## config.mk

```make
export PLATFORM = sky130hd
export DESIGN_NAME = l2_op_engine
export DESIGN_NICKNAME = d
export VERILOG_FILES = /design/src/l2_op_pkg.sv /design/src/l2_op_engine.sv
export VERILOG_INCLUDE_DIRS = /design/src
export SDC_FILE = /design/constraint.sdc
export NUM_CORES = 1
export LEC_CHECK = 0
export BUFFER_PORTS_ARGS = -buffer_cell sky130_fd_sc_hd__buf_2
export CORE_ASPECT_RATIO = 0.6
export CORE_MARGIN = 1
export CORE_UTILIZATION = 55
export DETAILED_ROUTE_END_ITERATION = 16
export PLACE_DENSITY_LB_ADDON = 0.08
export SYNTH_ARGS = -nofsm -noshare
export SYNTH_HDL_FRONTEND = slang
export SYNTH_SLANG_ARGS = --single-unit
export TNS_END_PERCENT = 50
```

## constraint.sdc

```tcl
create_clock -name i_mclk -period 14.15 [get_ports i_mclk]
set_clock_uncertainty 0.05 [all_clocks]
set_input_delay 2.1225 -clock i_mclk [delete_from_list [all_inputs] [get_ports i_mclk]]
set_output_delay 2.1225 -clock i_mclk [all_outputs]
set_load 0.05 [all_outputs]
```

## src/l2_op_params.svh

```systemverilog
// Register offsets, field positions, reset values and counts of the L2 op engine
`ifndef L2_OP_PARAMS_SVH
`define L2_OP_PARAMS_SVH

// Byte offsets of the 32-bit bus words (64-bit registers span two words)
`define OFS_CLUSTER_CFG 12'h008
`define OFS_RAM_CFG_LO 12'h240
`define OFS_RAM_CFG_HI 12'h244
`define OFS_OP_CTRL_LO 12'h620
`define OFS_OP_CTRL_HI 12'h624
`define OFS_RANGE_LO 12'h628
`define OFS_RANGE_HI 12'h62c

// cluster_local_status_config fields
`define POS_HW_INIT_ENABLE 24
`define MSB_INIT_DELAY 15
`define RST_HW_INIT_ENABLE 1'h1
`define RST_INIT_DELAY 16'h0010

// l2_ram_configuration field
`define POS_HW_INIT_DONE 16

// l2_op_control_status fields (low word)
`define MSB_OP_COMMAND 1
`define LSB_OP_KIND 2
`define MSB_OP_KIND 4
`define POS_OP_RUNNING 5
`define LSB_OP_OUTCOME 6
`define MSB_OP_OUTCOME 8
`define POS_OP_PRESENT 31
`define CMD_START 2'h1

// l2_op_range_address fields (line index bits 47:6, count bits 63:48)
`define LSB_RANGE_START 6
`define LSB_RANGE_COUNT 16

// Inputs pass this many flops before the strap is taken
`define SYNC_SETTLE_CYCLES 3'h4

`endif

```

## src/l2_op_pkg.sv

```systemverilog
// Types shared by the L2 op engine
package l2_op_pkg;

  // Operation kinds selected by software
  typedef enum logic [2:0] {
    KIND_FLUSH = 3'h0,
    KIND_INIT_TAG = 3'h1,
    KIND_INIT_TAG_DATA = 3'h2,
    KIND_HIT_INV = 3'h4,
    KIND_HIT_WRITEBACK_INVALIDATE = 3'h5,
    KIND_HIT_WRITEBACK = 3'h6
  } op_kind_t;

  // Completion codes
  typedef enum logic [2:0] {
    OUT_RUNNING = 3'h0,
    OUT_OK = 3'h1,
    OUT_LINE_ERROR = 3'h2,
    OUT_BAD_KIND = 3'h3
  } op_outcome_t;

  // Engine states, one-hot
  typedef enum logic [2:0] {
    ST_IDLE = 3'b001,
    ST_AUTO_WAIT = 3'b010,
    ST_RUN = 3'b100
  } eng_state_t;

endpackage

```

## src/l2_op_engine.sv

```systemverilog
// L2 cache op state machine with Avalon-MM register slave
//
// How it works
// [RULE_01] Inhibit pin low at reset allows auto init
// [RULE_02] Auto init also needs hw_init_enable set
// [RULE_03] Auto init waits out the programmed delay
// [RULE_04] Auto init waits for memory self-test done
// [RULE_05] Auto init clears tag array only
// [RULE_06] Auto init completion sets hw_init_done bit
// [RULE_07] Presence bit reads as one
// [RULE_08] Software starts only when running reads zero
// [RULE_09] Kind 1 tag init, kind 2 tag+data
// [RULE_10] Kind 0 flushes the whole cache
// [RULE_11] Kinds 4,5,6 are hit burst operations
// [RULE_12] Writing command 1 starts selected operation
// [RULE_13] Outcome reads 0 running, 1 success
// [RULE_14] Burst start line from range bits 47:6
// [RULE_15] Burst line count from range bits 63:48
// [RULE_16] Software keeps count within cache size
// [RULE_17] Burst walks lines in order from start
// [RULE_18] Coherent requests held off during auto init
// [RULE_19] Software blocks coherent traffic otherwise
// [RULE_20] Only software launches flush and bursts
// [RULE_21] Running bit is 0 idle, 1 busy
// [RULE_22] hw_init_enable is bit 24
// [RULE_23] Other outcome codes report errors
// [RULE_24] Start while running is ignored
// [RULE_25] Running falls as outcome leaves running
`timescale 1ns/1ns
`include "l2_op_params.svh"

module l2_op_engine
  import l2_op_pkg::*;
#(
  parameter int LINE_W = 42,
  parameter logic [LINE_W-1:0] NUM_LINES = 42'h400
)
(
  // Clock, reset, enable
  input wire logic i_mclk,
  input wire logic i_rst,
  input wire logic i_ce,
  // Avalon-MM slave
  input wire logic [11:0] i_address,
  input wire logic i_read,
  input wire logic i_write,
  input wire logic [3:0] i_byteenable,
  input wire logic [31:0] i_writedata,
  output logic [31:0] o_readdata,
  output logic o_waitrequest,
  // Pins from outside the clock domain
  input wire logic i_auto_init_inhibit_in,
  input wire logic i_self_test_enable,
  input wire logic i_self_test_done,
  // Per-line operation port toward tag and data RAMs
  output logic o_line_req,
  output logic [LINE_W-1:0] o_line_index,
  output logic [2:0] o_line_kind,
  input wire logic i_line_ack,
  input wire logic i_line_err,
  // Coherent request hold-off
  output logic o_coherent_hold
);

  // Pin synchronisers: three flops, filtered once stages two and three agree
  logic [2:0] sync_a, sync_b, sync_c, pin_filt;
  always_ff @(posedge i_mclk or posedge i_rst)
  begin
    if (i_rst)
    begin
      sync_a <= 3'h0;
      sync_b <= 3'h0;
      sync_c <= 3'h0;
      pin_filt <= 3'h0;
    end
    else if (i_ce)
    begin
      sync_a <= {i_self_test_done, i_self_test_enable, i_auto_init_inhibit_in};
      sync_b <= sync_a;
      sync_c <= sync_b;
      for (int k = 0; k < 3; k++)
        if (sync_b[k] == sync_c[k])
          pin_filt[k] <= sync_c[k];
    end
  end

  logic inhibit_filt, st_en_filt, st_done_filt;
  assign inhibit_filt = pin_filt[0];
  assign st_en_filt = pin_filt[1];
  assign st_done_filt = pin_filt[2];

  // Strap capture of the inhibit pin once the synchroniser has filled
  logic [2:0] settle_cnt;
  logic strap_taken, strap_inhibit;
  always_ff @(posedge i_mclk or posedge i_rst)
  begin
    if (i_rst)
    begin
      settle_cnt <= 3'h0;
      strap_taken <= 1'b0;
      strap_inhibit <= 1'b1;
    end
    else if (i_ce && !strap_taken)
    begin
      settle_cnt <= settle_cnt + 3'h1;
      if (settle_cnt == `SYNC_SETTLE_CYCLES)
      begin
        strap_taken <= 1'b1;
        strap_inhibit <= inhibit_filt; // [RULE_01]
      end
    end
  end

  // Software registers
  logic hw_init_enable;
  logic [15:0] init_delay;
  logic [2:0] op_kind_select;
  logic [63:0] range_reg;
  logic hw_init_done;
  logic op_engine_running;
  op_outcome_t op_outcome;
  eng_state_t state;

  // Bus handshake: one wait cycle, then the access completes
  logic bus_ack;
  logic bus_req;
  assign bus_req = i_read | i_write;
  assign o_waitrequest = bus_req & ~bus_ack;
  logic wr_now, rd_now;
  assign wr_now = i_write & bus_ack;
  assign rd_now = i_read & bus_ack;

  always_ff @(posedge i_mclk or posedge i_rst)
  begin
    if (i_rst)
      bus_ack <= 1'b0;
    else if (i_ce)
      bus_ack <= bus_req & ~bus_ack;
  end

  // Byte-lane merge of write data into a stored word
  function automatic logic [31:0] merge(input logic [31:0] old,
                                        input logic [31:0] nw,
                                        input logic [3:0] be);
    logic [31:0] r;
    r = old;
    for (int b = 0; b < 4; b++)
      if (be[b])
        r[b*8 +: 8] = nw[b*8 +: 8];
    return r;
  endfunction

  // Writable view of the config and control register words
  logic [31:0] cfg_word, ctrl_word, ctrl_new, cfg_new;
  assign cfg_word = {7'h0, hw_init_enable, 8'h0, init_delay};
  assign ctrl_word = {`POS_OP_PRESENT == 31, 22'h0, op_outcome,
                      op_engine_running, op_kind_select, 2'h0};
  assign cfg_new = merge(cfg_word, i_writedata, i_byteenable);
  assign ctrl_new = merge(ctrl_word, i_writedata, i_byteenable);

  // Start request from a command write; ignored while busy
  logic start_cmd;
  assign start_cmd = wr_now && (i_address == `OFS_OP_CTRL_LO)
                     && (ctrl_new[`MSB_OP_COMMAND:0] == `CMD_START); // [RULE_12]

  // Configuration registers written by software
  always_ff @(posedge i_mclk or posedge i_rst)
  begin
    if (i_rst)
    begin
      hw_init_enable <= `RST_HW_INIT_ENABLE;
      init_delay <= `RST_INIT_DELAY;
      op_kind_select <= 3'h0;
      range_reg <= 64'h0;
    end
    else if (i_ce && wr_now)
    begin
      case (i_address)
        `OFS_CLUSTER_CFG:
        begin
          hw_init_enable <= cfg_new[`POS_HW_INIT_ENABLE]; // [RULE_22]
          init_delay <= cfg_new[`MSB_INIT_DELAY:0];
        end
        `OFS_OP_CTRL_LO:
          if (!op_engine_running) // [RULE_24]
            op_kind_select <= ctrl_new[`MSB_OP_KIND:`LSB_OP_KIND];
        `OFS_RANGE_LO:
          range_reg[31:0] <= merge(range_reg[31:0], i_writedata,
                                   i_byteenable);
        `OFS_RANGE_HI:
          range_reg[63:32] <= merge(range_reg[63:32], i_writedata,
                                    i_byteenable);
        default:
          range_reg <= range_reg;
      endcase
    end
  end

  // Read data, registered at the edge that ends the wait cycle; unmapped reads zero
  always_ff @(posedge i_mclk or posedge i_rst)
  begin
    if (i_rst)
      o_readdata <= 32'h0;
    else if (i_ce && bus_req && !bus_ack)
    begin
      case (i_address)
        `OFS_CLUSTER_CFG: o_readdata <= cfg_word;
        `OFS_RAM_CFG_LO: o_readdata <= 32'(hw_init_done) << `POS_HW_INIT_DONE;
        `OFS_OP_CTRL_LO: o_readdata <= ctrl_word; // [RULE_07]
        `OFS_RANGE_LO: o_readdata <= range_reg[31:0];
        `OFS_RANGE_HI: o_readdata <= range_reg[63:32];
        default: o_readdata <= 32'h0;
      endcase
    end
  end

  // Range fields as the burst uses them
  logic [LINE_W-1:0] range_start_line;
  logic [15:0] range_line_count;
  assign range_start_line = range_reg[47:`LSB_RANGE_START]; // [RULE_14]
  assign range_line_count = range_reg[63:48]; // [RULE_15]

  // Delay counter from reset until the programmed delay elapses
  logic [15:0] delay_cnt;
  logic delay_done;
  assign delay_done = delay_cnt >= init_delay;
  always_ff @(posedge i_mclk or posedge i_rst)
  begin
    if (i_rst)
      delay_cnt <= 16'h0;
    else if (i_ce && !delay_done)
      delay_cnt <= delay_cnt + 16'h1;
  end

  // Auto init may start once every condition holds
  logic auto_go;
  assign auto_go = strap_taken && !strap_inhibit // [RULE_01]
                   && hw_init_enable // [RULE_02]
                   && delay_done // [RULE_03]
                   && (!st_en_filt || st_done_filt); // [RULE_04]

  // Kind decode
  logic kind_ok, kind_burst;
  always_comb
  begin
    kind_ok = 1'b1;
    kind_burst = 1'b0;
    case (op_kind_t'(op_kind_select))
      KIND_FLUSH: kind_burst = 1'b0; // [RULE_10]
      KIND_INIT_TAG: kind_burst = 1'b0; // [RULE_09]
      KIND_INIT_TAG_DATA: kind_burst = 1'b0;
      KIND_HIT_INV, KIND_HIT_WRITEBACK_INVALIDATE, KIND_HIT_WRITEBACK: kind_burst = 1'b1; // [RULE_11]
      default: kind_ok = 1'b0;
    endcase
  end

  // Engine: walks lines one at a time through the RAM port
  logic [LINE_W-1:0] remaining;
  logic auto_active, line_fault;
  always_ff @(posedge i_mclk or posedge i_rst)
  begin
    if (i_rst)
    begin
      state <= ST_AUTO_WAIT;
      op_engine_running <= 1'b0;
      op_outcome <= OUT_OK;
      auto_active <= 1'b0;
      hw_init_done <= 1'b0;
      line_fault <= 1'b0;
      remaining <= '0;
      o_line_req <= 1'b0;
      o_line_index <= '0;
      o_line_kind <= 3'h0;
    end
    else if (i_ce)
    begin
      case (state)
        ST_AUTO_WAIT:
        begin
          if (strap_taken && (strap_inhibit || !hw_init_enable))
            state <= ST_IDLE; // Manual path: no auto init this reset
          else if (auto_go)
          begin
            state <= ST_RUN;
            auto_active <= 1'b1;
            op_engine_running <= 1'b1;
            op_outcome <= OUT_RUNNING;
            o_line_kind <= KIND_INIT_TAG; // [RULE_05]
            o_line_index <= '0;
            remaining <= NUM_LINES;
            o_line_req <= 1'b1;
          end
        end
        ST_IDLE:
        begin
          if (start_cmd && !kind_ok)
            op_outcome <= OUT_BAD_KIND; // [RULE_23]
          else if (start_cmd && kind_burst && range_line_count == 16'h0)
            op_outcome <= OUT_OK; // Empty burst completes at once
          else if (start_cmd)
          begin
            state <= ST_RUN;
            op_engine_running <= 1'b1; // [RULE_21]
            op_outcome <= OUT_RUNNING; // [RULE_13]
            line_fault <= 1'b0;
            o_line_kind <= op_kind_select;
            o_line_index <= kind_burst ? range_start_line : '0;
            remaining <= kind_burst ? LINE_W'(range_line_count) : NUM_LINES;
            o_line_req <= 1'b1;
          end
        end
        ST_RUN:
        begin
          if (i_line_ack)
          begin
            o_line_index <= o_line_index + LINE_W'(1); // [RULE_17]
            remaining <= remaining - LINE_W'(1);
            if (remaining == LINE_W'(1))
            begin
              state <= ST_IDLE;
              o_line_req <= 1'b0;
              op_engine_running <= 1'b0; // [RULE_25]
              op_outcome <= (line_fault || i_line_err) ?
                            OUT_LINE_ERROR : OUT_OK; // [RULE_23]
              if (auto_active)
                hw_init_done <= 1'b1; // [RULE_06]
              auto_active <= 1'b0;
            end
            else if (i_line_err)
              line_fault <= 1'b1;
          end
        end
        default:
          state <= ST_IDLE;
      endcase
    end
  end

  // Hold coherent traffic only for auto init; software guards the rest
  assign o_coherent_hold = (state == ST_AUTO_WAIT) || auto_active; // [RULE_18]
endmodule // l2_op_engine

```

==> results by group, run 1 <==
Outcome
  – Status: complete, no violations

Yosys
  – Post-Syn Area per Cell: 9.48 um2
  – Mapped Area: 12700 um2
  – Most used DFF post-synth: dfrtp_1
  – Cells after Synth: approximately 1300
  – Synth unique cells: just under 70
  – Sequential-to-total area share from yosys stat: between 40% and 50%
  – Ys Warns: 0
  – FF+latch count, synth: 246
  – FFs w/ async S/R, synth: 100%
  – Mapped Nets: ~1400
  – Post-synth EDFFs: 0

Layout
  – Largest register FFs: 64
  – Final core utilization: between 60 and 70%
  – Area Overhead vs Synth: 14.2%
  – Share of layout cells above drive strength 1: 20.5%
  – Most frequent cells in the layout: dfrtp_1 (241), o21ai_0 (158), buf_2 (137)
  – # nets final: 1526
  – Diodes inserted: 0
  – Most common cell after layout, fill and taps aside: dfrtp_1

Clock tree
  – Root Driver: clkbuf_16
  – Clk sinks: 246
  – TritonCTS clock tree: done
  – Clock buffer depth: 3
  – Clock Latency Late Sink: between 0.5 and 0.6 ns
  – Setup bufs post-CTS: 0
  – H-tree Lvls: 1
  – Worst-path clk slew: approximately 0.060 ns
  – CTS Buf Count: 24
  – Cts hold-fix bufs: 0
  – Cts repair resizes: 0

Setup path
  – Reg2Reg Depth: 8
  – Worst Path Required: 11.98 ns
  – Crit end category: output pin
  – Worst setup SP type: input pin
  – Reg-to-Reg End: remaining[36]
  – WP data arrival: about 2.8 ns
  – Worst reg2reg path startpoint: init_delay[15]
  – Setup slack, reg-to-reg: ~11 ns
  – Critical path class: input pin to output pin
  – CP max FO: 3

Route
  – Met1 Wirelength: ~18000 um
  – Vias per inst: roughly 6.4
  – Routed Wire Length: 37900 um
  – Top layer used by detailed routing: met5
  – Met2 Routed Length: 15700 um
  – Met3 WL post-DR: 3620 um
  – Routed Antenna Nets: 0
  – Initial drt markers: about 1300
  – TritonRoute pass-1 iters: 5
  – # DRC: 0
  – DR WL/cell: roughly 21 um
  – Via count: 11300

STA
  – Final hold violation count: 0
  – Fin Setup TNS: 0 ns
  – Period utilization: 34.8%
  – Tightest Pin Transition: 1.02 ns
  – Crit path time final: a little under 5 ns
  – RSZ-0062 raised after global routing: no
  – Setup violators final: 0
  – Worst slew margin: roughly a third
  – Final Slew Violations: 0
  – Fmax: ~200 MHz

Placement
  – Gp weighted congestion: 0.894
  – Port Buffer Count: 137
  – Post-DP HPWL: roughly 27000 um

Global routing
  – Largest net degree at the start of global routing: 100
  – Gr ovfl total: 0
  – First-pass GRT wire length: roughly 60000 um
  – GRT Total Usage: between 30% and 40%
  – Initial antenna violation count: 1
  – Vias in the first global route: approximately 10000

Floorplanning
  – # IOs: 138
  – Initial Utilization: 56.8%
  – Core area: ~22000 um2
  – Die ar.: roughly 24000 um2
  – Die Width: between 150 and 200 um
  – Rows: 42
  – Die Span Y: 120 um

Worst hold path
  – Hold path startpoint: o_readdata[21]
  – Hold/Removal Path Class: flop to flop
  – Hold EP: o_readdata[21]
  – Worst Hold Depth: 2

Run
  – Max-cap violations: 0

Power and ir drop
  – Static leakage: between 0.006 and 0.007 uW
  – PD cells: between 100 and 150 nW/um2
  – Worst IR Drop VDD: between 0.00009 and 0.0001 V
[worst max-delay path, cell delays in order]
cell and delay (ns):
buf_2 0.10, nor2_1 0.04, nor2_1 0.18, buf_2 0.31
[worst max-delay path by stage]
stage                       startpoint  slack [ns]             to  cells after the start
final                          i_write        9.23  o_waitrequest                      4
after global routing           i_write        9.20  o_waitrequest                      4
after CTS                      i_write        9.24  o_waitrequest                      4
after detailed placement  i_address[1]        9.04  o_readdata[8]                      7
after global placement    i_address[1]        9.25  o_readdata[0]                      7
after floorplan                  i_rst        5.23    auto_active                      1
[layout make-up]
cell class	count	area, um2
inverter	43	169
clock inverter	5	100
timing repair buffer	152	798
sequential	246	6160
fill	1904	7850
multi-input combinational	979	6130
tap	308	385
clock buffer	38	734
[metrics by stage]
step           total power (uW)  instance area, um2  instances  hold WS, ns  setup WS [ns]
2_1_floorplan              1210               12700       1338        0.387           5.23
3_3_place_gp               1360               13600       1728        0.406           9.25
3_5_place_dp               1380               13600       1728        0.415           9.04
4_1_cts                    2060               14500       1771        0.428           9.24
5_1_grt                    2160               14500       1771        0.446           9.20
6_report                   2070               14500       1771        0.427           9.23
[where the power goes]
part / leakage (uW) / internal (uW) / total (uW) / switching (uW)
Combinational: 0.00304 / 168 / 553 / 385
Sequential: 0.00326 / 761 / 830 / 69.4
Clock: 0.000410 / 409 / 689 / 279
Total: 0.00671 / 1340 / 2070 / 734
[Yosys cell counts (all sizes together), types with 10 or more instances]
library cell / n / area share [%]
a21oi: 99 / 3.9
a22oi: 19 / 1.1
a31oi: 15 / 0.74
and3: 15 / 0.74
buf: 13 / 0.44
clkbuf: 57 / 1.7
dfrtp: 241 / 48
ha: 22 / 2.2
inv: 42 / 1.2
mux2: 85 / 7.6
mux2i: 27 / 2.1
nand2: 136 / 4.0
nand2b: 10 / 0.49
nand3: 42 / 1.7
nand4: 16 / 0.79
nor2: 114 / 3.4
nor3: 42 / 1.9
nor4: 16 / 0.99
o21a: 11 / 0.65
o21ai: 161 / 6.4
o22ai: 10 / 0.49
o31ai: 23 / 1.4
xnor2: 16 / 1.1
[logic make-up after synthesis]
| group | Yosys count | synth area share (%) |
|---|---|---|
| adders and majority gates | 22 | 2.17 |
| and+or+nand+nor | 443 | 17.0 |
| DFF | 246 | 48.6 |
| muxes | 112 | 9.74 |
| xor gates and xnor gates | 17 | 1.17 |
| AOI/OAI and AO/OA | 385 | 18.0 |
| buffers and inverters | 113 | 3.40 |
[layer usage]
layer / up-vias / global-route usage, %
met5: - / 0
li1: 5070 / -
met4: 2 / 5.57
met1: 5541 / 52.0
met2: 580 / 45.5
met3: 59 / 6.52
Power figures use the tool's default switching activity.
==> run 2: changes to the inputs <==
- clock period: 14.15 -> 4.7 ns (I/O delays scaled with it)
==> results by group, run 2 (synthesis results as in run 1) <==
Floorplanning
  – Die Span Y: 120 um (unchanged)
  – Core area: 22300 um2 (unchanged)
  – Initial Utilization: 56.8% (unchanged)
  – Die Width: 198 um (unchanged)
  – Rows: 42 (unchanged)
  – Die ar.: 23700 um2 (unchanged)
  – # IOs: 138 (unchanged)

Setup path
  – WP data arrival: 3.72 ns (was 2.75 ns)
  – Critical Path Max Stage Delay: 0.80 ns (was 0.31 ns)
  – Setup slack, reg-to-reg: 1.30 ns (was 10.59 ns)
  – Crit end category: flop (was output pin)
  – Reg2Reg Depth: 10 (was 8)
  – CP max FO: 25 (was 3)
  – Worst setup SP type: flop (was input pin)
  – Critical-path cell list: ha_1 -> a211oi_1 -> o21ai_0 -> a41oi_1 -> o31ai_1 -> buf_4 -> o31ai_4 -> buf_4 -> a21oi_1 -> a2bb2oi_1 (was buf_2 -> nor2_1 -> nor2_1 -> buf_2)
  – Most frequent cell on the critical path: buf_4
  – Critical path class: flop to flop (was input pin to output pin)
  – Worst Path Required: 5.02 ns (was 11.98 ns)
  – Crit path to: remaining[10] (was o_waitrequest)
  – Worst setup path startpoint: delay_cnt[2] (was i_write)
  – Worst reg2reg path startpoint: delay_cnt[2] (was init_delay[15])
  – Slowest cell on crit path: o31ai_4 (was buf_2)
  – Reg-to-Reg End: remaining[10] (was remaining[36])

Global routing
  – Vias in the first global route: 10100 (was 10400)
  – Met3 Use GR: 6.80% (was 6.52%)
  – Met2 Usage GRT: 44.7% (was 45.5%)
  – Largest net degree at the start of global routing: 103 (was 100)
  – Global-route track usage on met1: 51.4% (was 52.0%)
  – GRT Total Usage: 32.1% (was 32.5%)
  – Busiest grt layer: met1 (unchanged)
  – Gr ovfl total: 0 (unchanged)
  – First-pass GRT wire length: 58800 um (was 59700 um)
  – Initial antenna violation count: 0 (was 1)

Clock tree
  – Clk sinks: 246 (unchanged)
  – Cts hold-fix bufs: 0 (unchanged)
  – Root Driver: clkbuf_16 (unchanged)
  – Clock buffer depth: 3 (unchanged)
  – Worst-path clk slew: 0.07 ns (was 0.06 ns)
  – H-tree Lvls: 1 (unchanged)
  – Cts repair resizes: 0 (unchanged)
  – TritonCTS clock tree: done (unchanged)
  – Setup bufs post-CTS: 0 (unchanged)
  – Clock Latency Late Sink: 0.52 ns (was 0.54 ns)
  – CTS Buf Count: 24 (unchanged)

Layout
  – Most common cell after layout, fill and taps aside: dfrtp_1 (unchanged)
  – Area Overhead vs Synth: 14.6% (was 14.2%)
  – # nets final: 1534 (was 1526)
  – Share of layout cells above drive strength 1: 21.0% (was 20.5%)
  – Post-route non-filler standard cell count: 1779 (was 1771)
  – # fillers: 1819 (was 1904)
  – Diodes inserted: 0 (unchanged)
  – Most frequent cells in the layout: dfrtp_1 (241), o21ai_0 (158), buf_2 (137) (unchanged)
  – Largest register FFs: 64 (unchanged)

STA
  – Period utilization: about 72%
  – Fmax: 294 MHz
  – Worst slew margin: 29.9% (was 31.7%)
  – Tightest Pin Transition: 1.04 ns (was 1.02 ns)
  – Final hold violation count: 0 (unchanged)
  – RSZ-0062 raised after global routing: no (unchanged)
  – Final WS setup: 1.30 ns (was 9.23 ns)
  – Crit path time final: 3.40 ns
  – Hold Slack: 0.366 ns (was 0.427 ns)
  – Setup violators final: 0 (unchanged)
  – Fin Setup TNS: 0 ns (unchanged)
  – Final Slew Violations: 0 (unchanged)

Power and ir drop
  – Worst IR Drop VDD: 0.000270 V (was 0.0000917 V)
  – PD cells: 421 nW/um2 (was 143 nW/um2)
  – Static leakage: 0.00674 uW (was 0.00671 uW)

Route
  – Vias per inst: 6.25 (was 6.35)
  – DR WL/cell: 20.9 um (was 21.4 um)
  – Routed Wire Length: 37300 um (was 37900 um)
  – Initial drt markers: 1251 (was 1288)
  – # DRC: 0 (unchanged)
  – Routed Antenna Nets: 0 (unchanged)
  – TritonRoute pass-1 iters: 5 (unchanged)
  – Via count: 11100 (was 11300)

Outcome
  – Status: complete, no violations (unchanged)

Placement
  – Placed Cells incl. Taps: 1736 (was 1728)
  – Post-DP HPWL: 27300 um (was 27100 um)
  – Pre-CTS setup slack: 1.21 ns (was 9.04 ns)
  – Gp weighted congestion: 0.966 (was 0.894)
  – Port Buffer Count: 137 (unchanged)

Run
  – Max-cap violations: 0 (unchanged)

Worst hold path
  – Hold/Removal Path Class: input pin to asynchronous set/reset pin (was flop to flop)
run 2: cell count changes in the layout (fill, tap and decap cells not counted):
cell	before	now
bufinv_16	3	1
clkinv_4	0	1
buf_4	15	20
buf_12	0	3
clkinv_2	2	3
clkbuf_1	7	6
clkinvlp_4	0	1
run 2: stage by stage:
stage               util [%]  power, uW  instance area (um2)
floorplan                  -       3630                12700
global placement        61.5       4120                13700
detailed placement      61.5       4150                13700
CTS                     65.1       6100                14500
global route            65.1       6400                14500
finish                  65.1       6120                14500
run 2: worst min path at each step:
stage / start / end / cells past startpoint
after global placement: o_readdata[31] / o_readdata[31] / 2
after global routing: i_auto_init_inhibit_in / sync_a[0] / 2
after detailed placement: o_readdata[21] / o_readdata[21] / 2
after floorplan: hw_init_done / hw_init_done / 1
final: i_rst / sync_c[0] / 2
after CTS: i_self_test_enable / sync_a[1] / 2
run 2: worst max-delay path: cells and delay by family, from the launching register on:
family | cells | cell delay [ns]
compound gates | 7 | 1.88
fa+ha+maj | 1 | 0.31
flops | 1 | 0.42
buf+inv | 2 | 0.59
run 2: report_power, final:
part / internal, uW / switching (uW) / leakage (uW) / total, uW
combinational: 525 / 1150 / 0.00309 / 1670
clock: 1130 / 826 / 0.000394 / 1950
sequential: 2290 / 200 / 0.00326 / 2490
total: 3940 / 2170 / 0.00674 / 6120
run 2: cell type report:
cell class	count	area [um2]	area share, %
Sequential cell	246	6160	42.4
Timing Repair Buffer	160	896	6.16
Clock inverter	6	65.1	0.448
Multi-Input combinational cell	979	6130	42.2
Tap cell	308	385	2.65
Clock buffer	37	731	5.03
Inverter	43	165	1.14
run 2: routing by layer:
metal  wire length (um)  part of all wire [%]
met5                  0                     0
met3               3450                   9.3
met1              17700                    47
met2              15600                    42
met4                527                   1.4
